$ cat src/core/sagen_pkg.sv
// Shared types and constants for the stack and address generation block.
// Assumes a 16-bit data path and byte-addressed data memory.
package sagen_pkg;

    // ************************************************************
    // Widths and fixed addresses
    // ************************************************************
    localparam int          SAGEN_DW          = 16;
    localparam int          SAGEN_FADDR_W     = 13;
    localparam int          SAGEN_LIT5_W      = 5;
    localparam int          SAGEN_LIT10_W     = 10;
    localparam logic [15:0] SAGEN_STACK_FLOOR = 16'h0800;
    localparam logic [15:0] SAGEN_WORD_STEP   = 16'h0002;
    localparam logic [15:0] SAGEN_SP_RESET    = 16'h0800;
    localparam logic [3:0]  SAGEN_SP_INDEX    = 4'hF;
    localparam logic [3:0]  SAGEN_DEFAULT_WORK_ALIAS_INDEX  = 4'h0;
    localparam logic [15:0] SAGEN_PC_MSB_MASK = 16'h007F;

    // ************************************************************
    // Addressing modes
    // ************************************************************
    typedef enum logic [8:0] {
        SAGEN_M_FILE    = 9'h001,
        SAGEN_M_DIRECT  = 9'h002,
        SAGEN_M_IND     = 9'h004,
        SAGEN_M_POST    = 9'h008,
        SAGEN_M_PRE     = 9'h010,
        SAGEN_M_REGOFS  = 9'h020,
        SAGEN_M_LITOFS  = 9'h040,
        SAGEN_M_LIT5    = 9'h080,
        SAGEN_M_LIT10   = 9'h100
    } sagen_mode_t;

    typedef enum logic [3:0] {
        SAGEN_S_NONE    = 4'h1,
        SAGEN_S_PUSH    = 4'h2,
        SAGEN_S_POP     = 4'h4,
        SAGEN_S_PCPUSH  = 4'h8
    } sagen_stk_t;

    // ************************************************************
    // Request and answer carriers
    // ************************************************************
    typedef struct packed {
        sagen_mode_t  mode;
        logic [3:0]   ptr_sel;
        logic [3:0]   ofs_sel;
        logic [15:0]  literal;
        logic [12:0]  faddr;
        logic         is_move;
        logic         signed_dec;
        logic [15:0]  step;
    } sagen_req_t;

    typedef struct packed {
        logic [15:0]  ea;
        logic [15:0]  operand;
        logic [3:0]   dest_default_work_alias;
        logic         ea_valid;
    } sagen_ans_t;

    typedef struct packed {
        logic         call_push;
        logic         exc_push;
        logic [15:0]  pc_msw;
        logic [7:0]   status_low_byte;
    } sagen_pc_t;

endpackage

$ cat src/core/sagen_ram_guard.sv
// Secure RAM segment guard.
// Assumes region bounds and enables come from the system configuration.
`timescale 1ns/1ps
`default_nettype none
module sagen_ram_guard
    import sagen_pkg::*;
(
    // Address under check
    input  wire logic [15:0] ea,
    // Region setup
    input  wire logic        bs_en,
    input  wire logic [15:0] bs_lo,
    input  wire logic [15:0] bs_hi,
    input  wire logic        ss_en,
    input  wire logic [15:0] ss_lo,
    input  wire logic [15:0] ss_hi,
    // Running code segment
    input  wire logic        in_boot_seg,
    input  wire logic        in_secure_seg,
    // Verdict
    output logic             deny
);
    logic in_bs;
    logic in_ss;

    assign in_bs = bs_en && (ea >= bs_lo) && (ea <= bs_hi);
    assign in_ss = ss_en && (ea >= ss_lo) && (ea <= ss_hi);
    assign deny  = (in_bs && !in_boot_seg) || (in_ss && !in_secure_seg);
endmodule
`default_nettype wire

$ cat src/core/sagen_stack_check.sv
// Stack limit and floor comparator.
// Assumes the pointer word arrives already formed for the current cycle.
`timescale 1ns/1ps
`default_nettype none
module sagen_stack_check
    import sagen_pkg::*;
(
    // Address formed through the stack pointer
    input  wire logic        sp_used,
    input  wire logic        is_push,
    input  wire logic [15:0] sp_ea,
    input  wire logic [15:0] limit,
    // Trap request
    output logic             stack_err
);
    logic over;
    logic under;

    // Push at the limit itself is allowed; only the next one traps
    assign over      = is_push && (sp_ea > limit);
    assign under     = sp_ea < SAGEN_STACK_FLOOR;
    assign stack_err = sp_used && (over || under);
endmodule
`default_nettype wire

$ cat src/core/sagen_top.sv
// Stack and data address generation for a 16-bit signal-controller core.
// Assumes decode and data memory run on mclk and obey the ordering note below.
//
// Overview of operation
// - Stack pointer register always addresses the first free word, growing upward.
// - Pop pre-decrements the stack pointer; push post-increments it.
// - Call pushes the counter's top part zero-extended, top bit clear.
// - Exception push joins the low status byte onto the counter's top part.
// - Limit register has no reset value; bit zero always reads and acts zero.
// - Only push addresses formed through the stack pointer are compared with the limit.
// - Push at the limit is fine; the following push traps.
// - Stack pointer address below 0x0800 raises a stack error trap.
// - Boot secure RAM region is reachable only from boot segment code.
// - General secure RAM region is reachable only from secure segment code.
// - File register instructions use a 13-bit address into the near space.
// - File register ops default to register zero; result to file or that register.
// - Move instructions may address the whole data space.
// - Three-operand ops: first operand direct register; second register or 5-bit literal.
// - Arithmetic supports 5 or 10 bit literals and all indirect modes.
// - File register direct mode takes the address from the instruction word.
// - Post-modified: pointer forms the address, then steps by a constant.
// - Pre-modified: pointer steps by a signed constant, then forms the address.
// - Register offset: address is pointer plus offset register.
// - Literal offset: address is pointer plus instruction literal.
`timescale 1ns/1ps
`default_nettype none
module sagen_top
    import sagen_pkg::*;
(
    // Clock and reset
    input  wire logic        mclk,
    input  wire logic        reset,
    // Address request from decode
    input  wire logic        req_valid,
    input  wire sagen_req_t  req,
    input  wire sagen_stk_t  stk_op,
    input  wire logic [15:0] push_data,
    // Program counter push
    input  wire sagen_pc_t   pc_push,
    // Register file writes from execute
    input  wire logic        wr_en,
    input  wire logic [3:0]  wr_sel,
    input  wire logic [15:0] wr_data,
    // Limit register write
    input  wire logic        limit_wr,
    input  wire logic [15:0] limit_data,
    // Secure RAM setup
    input  wire logic        bs_en,
    input  wire logic [15:0] bs_lo,
    input  wire logic [15:0] bs_hi,
    input  wire logic        ss_en,
    input  wire logic [15:0] ss_lo,
    input  wire logic [15:0] ss_hi,
    input  wire logic        in_boot_seg,
    input  wire logic        in_secure_seg,
    // Answer to data memory and exception logic
    output sagen_ans_t       ans_q,
    output logic [15:0]      push_word_q,
    output logic             push_we_q,
    output logic             stack_trap_q,
    output logic             ram_deny_q,
    output logic [15:0]      stack_pointer_q,
    output logic [15:0]      stack_limit_q
);

    // ************************************************************
    // Working register file
    // ************************************************************
    logic [15:0] work_q [16];
    logic [15:0] ptr_val;
    logic [15:0] ofs_val;
    logic [15:0] ea_d;
    logic [15:0] ptr_new;
    logic        ptr_wb;
    logic        sp_used;
    logic        is_push;
    logic        stack_err;
    logic        deny;
    logic [15:0] stack_limit_reg;
    logic [15:0] stk_ea;
    logic [15:0] sp_next;
    logic [15:0] pc_word;
    logic        limit_wr_q;

    assign ptr_val = work_q[req.ptr_sel];
    assign ofs_val = work_q[req.ofs_sel];

    // ************************************************************
    // Effective address forming
    // ************************************************************
    always_comb begin
        ea_d    = ptr_val;
        ptr_new = ptr_val;
        ptr_wb  = 1'b0;
        unique case (req.mode)
            SAGEN_M_FILE: begin
                // Only moves reach past the near region
                ea_d = req.is_move ? req.literal : {3'h0, req.faddr};
            end
            SAGEN_M_DIRECT: ea_d = 16'h0000;
            SAGEN_M_IND:    ea_d = ptr_val;
            SAGEN_M_POST: begin
                ea_d    = ptr_val;
                ptr_new = req.signed_dec ? ptr_val - req.step : ptr_val + req.step;
                ptr_wb  = 1'b1;
            end
            SAGEN_M_PRE: begin
                ptr_new = req.signed_dec ? ptr_val - req.step : ptr_val + req.step;
                ea_d    = ptr_new;
                ptr_wb  = 1'b1;
            end
            SAGEN_M_REGOFS: ea_d = ptr_val + ofs_val;
            SAGEN_M_LITOFS: ea_d = ptr_val + req.literal;
            SAGEN_M_LIT5:   ea_d = {11'h000, req.literal[SAGEN_LIT5_W-1:0]};
            SAGEN_M_LIT10:  ea_d = {6'h00, req.literal[SAGEN_LIT10_W-1:0]};
            default: begin
                ea_d    = ptr_val;
                ptr_new = ptr_val;
                ptr_wb  = 1'b0;
            end
        endcase
    end

    // ************************************************************
    // Stack operations
    // ************************************************************
    always_comb begin
        stk_ea  = work_q[SAGEN_SP_INDEX];
        sp_next = work_q[SAGEN_SP_INDEX];
        unique case (stk_op)
            SAGEN_S_NONE: begin
                stk_ea  = work_q[SAGEN_SP_INDEX];
                sp_next = work_q[SAGEN_SP_INDEX];
            end
            SAGEN_S_PUSH, SAGEN_S_PCPUSH: begin
                stk_ea  = work_q[SAGEN_SP_INDEX];
                sp_next = work_q[SAGEN_SP_INDEX] + SAGEN_WORD_STEP;
            end
            SAGEN_S_POP: begin
                sp_next = work_q[SAGEN_SP_INDEX] - SAGEN_WORD_STEP;
                stk_ea  = sp_next;
            end
            default: begin
                stk_ea  = work_q[SAGEN_SP_INDEX];
                sp_next = work_q[SAGEN_SP_INDEX];
            end
        endcase
    end

    // Exception push carries status; a call push keeps the top bit clear
    assign pc_word = pc_push.exc_push ? {pc_push.status_low_byte, pc_push.pc_msw[7:0]}
                                      : (pc_push.pc_msw & SAGEN_PC_MSB_MASK);

    assign is_push = req_valid && ((stk_op == SAGEN_S_PUSH) || (stk_op == SAGEN_S_PCPUSH));
    // Register direct reads the pointer as data and forms no address
    assign sp_used = req_valid && ((stk_op != SAGEN_S_NONE)
                     || (req.ptr_sel == SAGEN_SP_INDEX && req.mode != SAGEN_M_FILE
                         && req.mode != SAGEN_M_DIRECT
                         && req.mode != SAGEN_M_LIT5 && req.mode != SAGEN_M_LIT10));

    sagen_stack_check u_check (
        .sp_used   (sp_used),
        .is_push   (is_push),
        .sp_ea     ((stk_op != SAGEN_S_NONE) ? stk_ea : ea_d),
        .limit     (stack_limit_reg),
        .stack_err (stack_err)
    );

    sagen_ram_guard u_guard (
        .ea            ((stk_op != SAGEN_S_NONE) ? stk_ea : ea_d),
        .bs_en         (bs_en),
        .bs_lo         (bs_lo),
        .bs_hi         (bs_hi),
        .ss_en         (ss_en),
        .ss_lo         (ss_lo),
        .ss_hi         (ss_hi),
        .in_boot_seg   (in_boot_seg),
        .in_secure_seg (in_secure_seg),
        .deny          (deny)
    );

    // ************************************************************
    // Register file update
    // ************************************************************
    // Pointer write-back wins over an execute write to the same register
    genvar gi;
    generate
        for (gi = 0; gi < 16; gi++) begin : g_work
            always_ff @(posedge mclk or posedge reset) begin
                if (reset) begin
                    work_q[gi] <= (gi == 15) ? SAGEN_SP_RESET : 16'h0000;
                end else if (gi == 15 && req_valid && stk_op != SAGEN_S_NONE) begin
                    work_q[gi] <= sp_next & ~16'h0001;
                end else if (req_valid && ptr_wb && req.ptr_sel == 4'(gi)) begin
                    work_q[gi] <= ptr_new;
                end else if (wr_en && wr_sel == 4'(gi)) begin
                    work_q[gi] <= (gi == 15) ? (wr_data & ~16'h0001) : wr_data;
                end
            end
        end
    endgenerate

    // Limit has no reset: its content is undefined until software writes it
    always_ff @(posedge mclk) begin
        if (limit_wr) begin
            stack_limit_reg <= limit_data & ~16'h0001;
        end
    end

    always_ff @(posedge mclk or posedge reset) begin
        if (reset) begin
            limit_wr_q <= 1'b0;
        end else begin
            limit_wr_q <= limit_wr;
        end
    end

    // ************************************************************
    // Answer registers
    // ************************************************************
    always_ff @(posedge mclk or posedge reset) begin
        if (reset) begin
            ans_q        <= '0;
            push_word_q  <= 16'h0000;
            push_we_q    <= 1'b0;
            stack_trap_q <= 1'b0;
            ram_deny_q   <= 1'b0;
        end else begin
            ans_q.ea_valid  <= req_valid;
            ans_q.ea        <= (stk_op != SAGEN_S_NONE) ? stk_ea : ea_d;
            ans_q.operand   <= (req.mode == SAGEN_M_DIRECT) ? ptr_val : ea_d;
            ans_q.dest_default_work_alias <= (req.mode == SAGEN_M_FILE) ? SAGEN_DEFAULT_WORK_ALIAS_INDEX : req.ptr_sel;
            push_we_q       <= is_push;
            push_word_q     <= (stk_op == SAGEN_S_PCPUSH) ? pc_word : push_data;
            stack_trap_q    <= stack_err;
            ram_deny_q      <= req_valid && deny;
        end
    end

    always_ff @(posedge mclk or posedge reset) begin
        if (reset) begin
            stack_pointer_q <= SAGEN_SP_RESET;
            stack_limit_q   <= 16'h0000;
        end else begin
            stack_pointer_q <= work_q[SAGEN_SP_INDEX];
            stack_limit_q   <= stack_limit_reg;
        end
    end

    // ************************************************************
    // Checks
    // ************************************************************
    property p_push_step;
        @(posedge mclk) disable iff (reset)
        (req_valid && stk_op == SAGEN_S_PUSH) |=> (work_q[15] == $past(work_q[15]) + SAGEN_WORD_STEP);
    endproperty
    a_push_step: assert property (p_push_step) else $error("push did not step pointer up");

    property p_pop_ea;
        @(posedge mclk) disable iff (reset)
        (req_valid && stk_op == SAGEN_S_POP) |=> (ans_q.ea == $past(work_q[15]) - SAGEN_WORD_STEP);
    endproperty
    a_pop_ea: assert property (p_pop_ea) else $error("pop address not pre-decremented");

    property p_call_msb;
        @(posedge mclk) disable iff (reset)
        (req_valid && stk_op == SAGEN_S_PCPUSH && pc_push.call_push && !pc_push.exc_push) |=> !push_word_q[15];
    endproperty
    a_call_msb: assert property (p_call_msb) else $error("call push top bit set");

    property p_limit_lsb;
        @(posedge mclk) disable iff (reset)
        limit_wr_q |-> !stack_limit_reg[0];
    endproperty
    a_limit_lsb: assert property (p_limit_lsb) else $error("limit bit zero not clear");

    property p_floor;
        @(posedge mclk) disable iff (reset)
        (req_valid && stk_op == SAGEN_S_POP && stk_ea < SAGEN_STACK_FLOOR) |=> stack_trap_q;
    endproperty
    a_floor: assert property (p_floor) else $error("underflow not trapped");

    property p_at_limit;
        @(posedge mclk) disable iff (reset)
        (is_push && stk_ea == stack_limit_reg && stk_ea >= SAGEN_STACK_FLOOR) |=> !stack_trap_q;
    endproperty
    a_at_limit: assert property (p_at_limit) else $error("push at limit trapped");

    property p_plain_ind;
        @(posedge mclk) disable iff (reset)
        (req_valid && req.mode == SAGEN_M_IND && stk_op == SAGEN_S_NONE && !wr_en)
            |=> (ans_q.ea == $past(ptr_val)) && (work_q[$past(req.ptr_sel)] == $past(ptr_val));
    endproperty
    a_plain_ind: assert property (p_plain_ind) else $error("plain indirect altered pointer");

    property p_boot_guard;
        @(posedge mclk) disable iff (reset)
        (req_valid && bs_en && !in_boot_seg
            && ea_d >= bs_lo && ea_d <= bs_hi && stk_op == SAGEN_S_NONE) |=> ram_deny_q;
    endproperty
    a_boot_guard: assert property (p_boot_guard) else $error("boot region not guarded");

    property p_regofs;
        @(posedge mclk) disable iff (reset)
        (req_valid && req.mode == SAGEN_M_REGOFS && stk_op == SAGEN_S_NONE)
            |=> ans_q.ea == $past(ptr_val) + $past(ofs_val);
    endproperty
    a_regofs: assert property (p_regofs) else $error("indexed address wrong");

endmodule
`default_nettype wire

$ cat config.mk
export PLATFORM = sky130hd
export DESIGN_NAME = sagen_top
export DESIGN_NICKNAME = d
export VERILOG_FILES = /design/src/core/sagen_pkg.sv /design/src/core/sagen_ram_guard.sv /design/src/core/sagen_stack_check.sv /design/src/core/sagen_top.sv
export SDC_FILE = /design/constraint.sdc
export NUM_CORES = 1
export LEC_CHECK = 0
export ABC_CLOCK_PERIOD_IN_PS = 16390
export BUFFER_PORTS_ARGS = -buffer_cell sky130_fd_sc_hd__buf_2
export CORE_ASPECT_RATIO = 1.5
export CORE_UTILIZATION = 50
export DETAILED_ROUTE_END_ITERATION = 12
export GPL_ROUTABILITY_DRIVEN = 0
export GPL_TIMING_DRIVEN = 0
export PLACE_DENSITY = 0.7
export SKIP_CTS_REPAIR_TIMING = 1
export SYNTH_ARGS = -nofsm -noshare
export SYNTH_HDL_FRONTEND = slang
export SYNTH_SLANG_ARGS = --single-unit
export TNS_END_PERCENT = 50
$ cat constraint.sdc
create_clock -name mclk -period 16.39 [get_ports mclk]
set_clock_uncertainty 0.2 [all_clocks]
set_input_delay 3.278 -clock mclk [delete_from_list [all_inputs] [get_ports mclk]]
set_output_delay 3.278 -clock mclk [all_outputs]
set_load 0.02 [all_outputs]
==> metrics.yaml <==
status: "finished with violations"
violations: "max-capacitance violations, max-slew violations"
dp_worst_setup_slack_ps: 4990
synthCells: 2442
dp_cells: 3386
largest_reg_flops: 256
p_sw_w: 0.00135
fmax_ghz: 0.0883
cts.sinks: 358
drt_iter0_drc: 2668
ios: 307
netlist_top_cells_area: "dfrtp_1 35%, mux4_2 15%, mux2i_1 7.7%"
crit_type: "in2reg"
antenna_found_initial: 11
intPower_w: 0.00211
synth_seq_cells: 358
setup_ws_ps: 5070
endpoint_kind: "flop"
layout.cells.non_filler: 3454
die_h_um: 273
wl_per_cell_um: 29.1
max_stage_delay_ps: 1030
slew_violations: 11
synth-xor-area-share_pct: 2.10
grt_pass1_vias: 22906
min_period_over_period_pct: 69.1
htreeDepth: 2
p_sw_share_pct: 39.1
synth_top_family_by_area: "multiplexers"
power_frac_clock_pct: 25.4
cts_root_buffer: "clkbuf_16"
ys_warn_count: 0
grt_pass1_wl_um: 146000
syn_area_sq_um: 24600
hold_violations: 0
start_kind: "input pin"
cts.path.max_buffers: 3
ant_nets: 0
grt_use_total_pct: 40.2
largestRegisters: "work_q x256, ans_q x37"
synth.area.mux_share_pct: 24.2
synth-edff-count: 15
die_w_um: 183
required_ps: 16660
clk_pin_slew_ps: 70
slew_headroom_pct: -1.86
drive_above_1_share_pct: 21.5
crit_fanout: 10
start_util_pct: 50.6
yosys.area_share.simple_pct: 12.1
tns_ps: 0
reg2reg_slack_ps: 8730
gr-total-overflow: 0
tightest_slew_ps: 1530
grt_max_degree: 135
async_flop_share_pct: 95.8
critPathSlowestCell: "o31ai_1"
dp.final_hpwl_um: 77200
seq_power_share_pct: 35.5
avgSynthCellArea_sq_um: 10.1
post-route-drc-count: 0
cap_viol_max_count: 2
cp.arrival_ps: 11590
critical_path_buf_inv_count: 3
area_delta_synth_final_pct: 14.4
synth-seq-area-share_pct: 36.8
cpLargestDelayFamily: "compound AO/OA/AOI/OAI gates"
clock_latency_ps: 560
total_leakage_power_nw: 12.5
largest_register: "work_q"
numCtsBuffers: 37
core_sq_um: 48600
comb_power_share_pct: 39.1
max-vdd-ir-drop_v: 0.0000681
setup_viol: 0
synth_compound_area_share_pct: 14.2
syn_nets: 2777
p_per_area_nw_per_um2: 123
dpl_cell_area_sq_um: 26900
yosysTopAreaCell: "dfrtp_1"
finalInstanceArea_sq_um: 28100
cts_tree: "done"
yosysMostFrequentCell: "dfrtp_1"
rsz0062_at_grt: "no"
total_power_w: 0.00346
synth_ff_type: "dfrtp_1"
synthDistinctLibCells: 80
dieArea_sq_um: 50000
finalWirelength_um: 100000
vias: 23145
hold_path.class: "reg2reg"
synthAdderAreaFrac_pct: 5.97
drt_first_pass_iters: 7
io_buffers: 285
crit_chain: "buf_2 > clkbuf_1 > clkbuf_1 > mux4_2 > mux4_2 > ha_1 > o211ai_1 > a21oi_1 > a31o_2 > a21oi_1 > xnor2_1 > a221oi_1 > o31ai_1 > ha_1 > a21o_1 > a21o_1 > a21o_1 > a21oi_1 > nor2b_1 > o21ai_0 > a31oi_1 > or3_1 > o22ai_1"
placementRows: 99
synth_common_cells: "341 x dfrtp_1, 315 x nand2_1, 244 x o21ai_0, 188 x mux2i_1, 159 x mux4_2"
synth_top_area_share_pct: 34.7
vias_per_cell: 6.70
final_nets: 3104
fin_crit_ps: 11320
-- cell type report --
type	count	area (sq um)
tap	656	821
buffer	185	747
fill	4157	20500
clock buffer	47	1030
sequential	358	9040
inverter	109	417
antenna	5	12.5
multi-input combinational	1790	14400
timing repair buffer	288	1490
clock inverter	16	171
-- power by group through the flow --
stage / combinational, W / sequential (W) / clock [W]
after floorplan: 0.000823 / 0.00122 / 0
after global placement: 0.00123 / 0.00121 / 0
after detailed placement: 0.00128 / 0.00123 / 0
after CTS: 0.00128 / 0.00121 / 0.000875
after global routing: 0.00143 / 0.00124 / 0.000907
final: 0.00135 / 0.00123 / 0.000876
-- worst register-to-register path, stage by stage (launching register included) --
cell and delay, ps:
dfrtp_1 700, mux4_2 660, mux4_2 590, ha_1 390, a2111oi_0 640, a211oi_1 110
o21ai_0 190, nand2_1 90, a21oi_1 910, a211o_1 380, o21ai_0 160, o21ai_0 840
ha_1 410, a21o_1 170, a21o_1 170, a21oi_1 150, nor2b_1 60, o21ai_0 150
a31oi_1 120, or3_1 360, o22ai_1 140
-- logic make-up (layout without fill, tap and decap cells) --
group | Yosys count | count (layout)
other | 1 | 6
AOI/OAI and AO/OA | 586 | 586
xor gates and xnor gates | 58 | 58
and+or+nand+nor | 640 | 640
muxes | 389 | 389
DFF | 358 | 358
buffers and inverters | 294 | 645
adders and majority gates | 116 | 116
-- layer usage --
metal | track usage (%) | share of wire, %
met1 | 40.2 | 30
met2 | 65.7 | 47
met3 | 11.2 | 11
met4 | 40.7 | 12
met5 | 0.0976 | 0.053
-- stage by stage --
stage	hold slack [ps]	utilization, %
2_1_floorplan	152	-
3_3_place_gp	160	55.2
3_5_place_dp	161	55.4
4_1_cts	166	57.8
5_1_grt	177	57.9
6_report	167	57.9
-- cells in the final DEF, fill, tap and decap left out, types with 14 or more instances in the layout --
cell | netlist | routed
dfrtp_1 | 341 | 341
nand2_1 | 315 | 315
buf_2 | 27 | 312
o21ai_0 | 244 | 244
mux2i_1 | 188 | 188
mux4_2 | 159 | 159
clkbuf_1 | 134 | 138
a21oi_1 | 137 | 137
nor2_1 | 116 | 116
ha_1 | 114 | 114
inv_1 | 108 | 107
nor2b_1 | 47 | 47
a211oi_1 | 44 | 44
xnor2_1 | 42 | 42
mux2_2 | 42 | 42
a21o_1 | 39 | 39
clkbuf_16 | 0 | 38
nor3_1 | 32 | 32
nand3_1 | 22 | 22
buf_1 | 20 | 20
nand2b_1 | 18 | 18
a31oi_1 | 15 | 15
xor2_1 | 15 | 15
a221oi_1 | 15 | 15
edfxtp_1 | 15 | 15
and2_1 | 14 | 14
-- worst paths after layout --
kind                            depth (start not counted)          endpoint          startpoint
worst min register to register                          0  stack_limit_q[6]  stack_limit_reg[6]
max in group asynchronous                               4       work_q[155]               reset
min in group asynchronous                               2         ans_q[19]               reset
worst max register to register                         20        ram_deny_q           work_q[7]
worst min-delay path                                    0  stack_limit_q[6]  stack_limit_reg[6]
worst max-delay path                                   23        ram_deny_q             req[52]
Power figures use the tool's default switching activity.
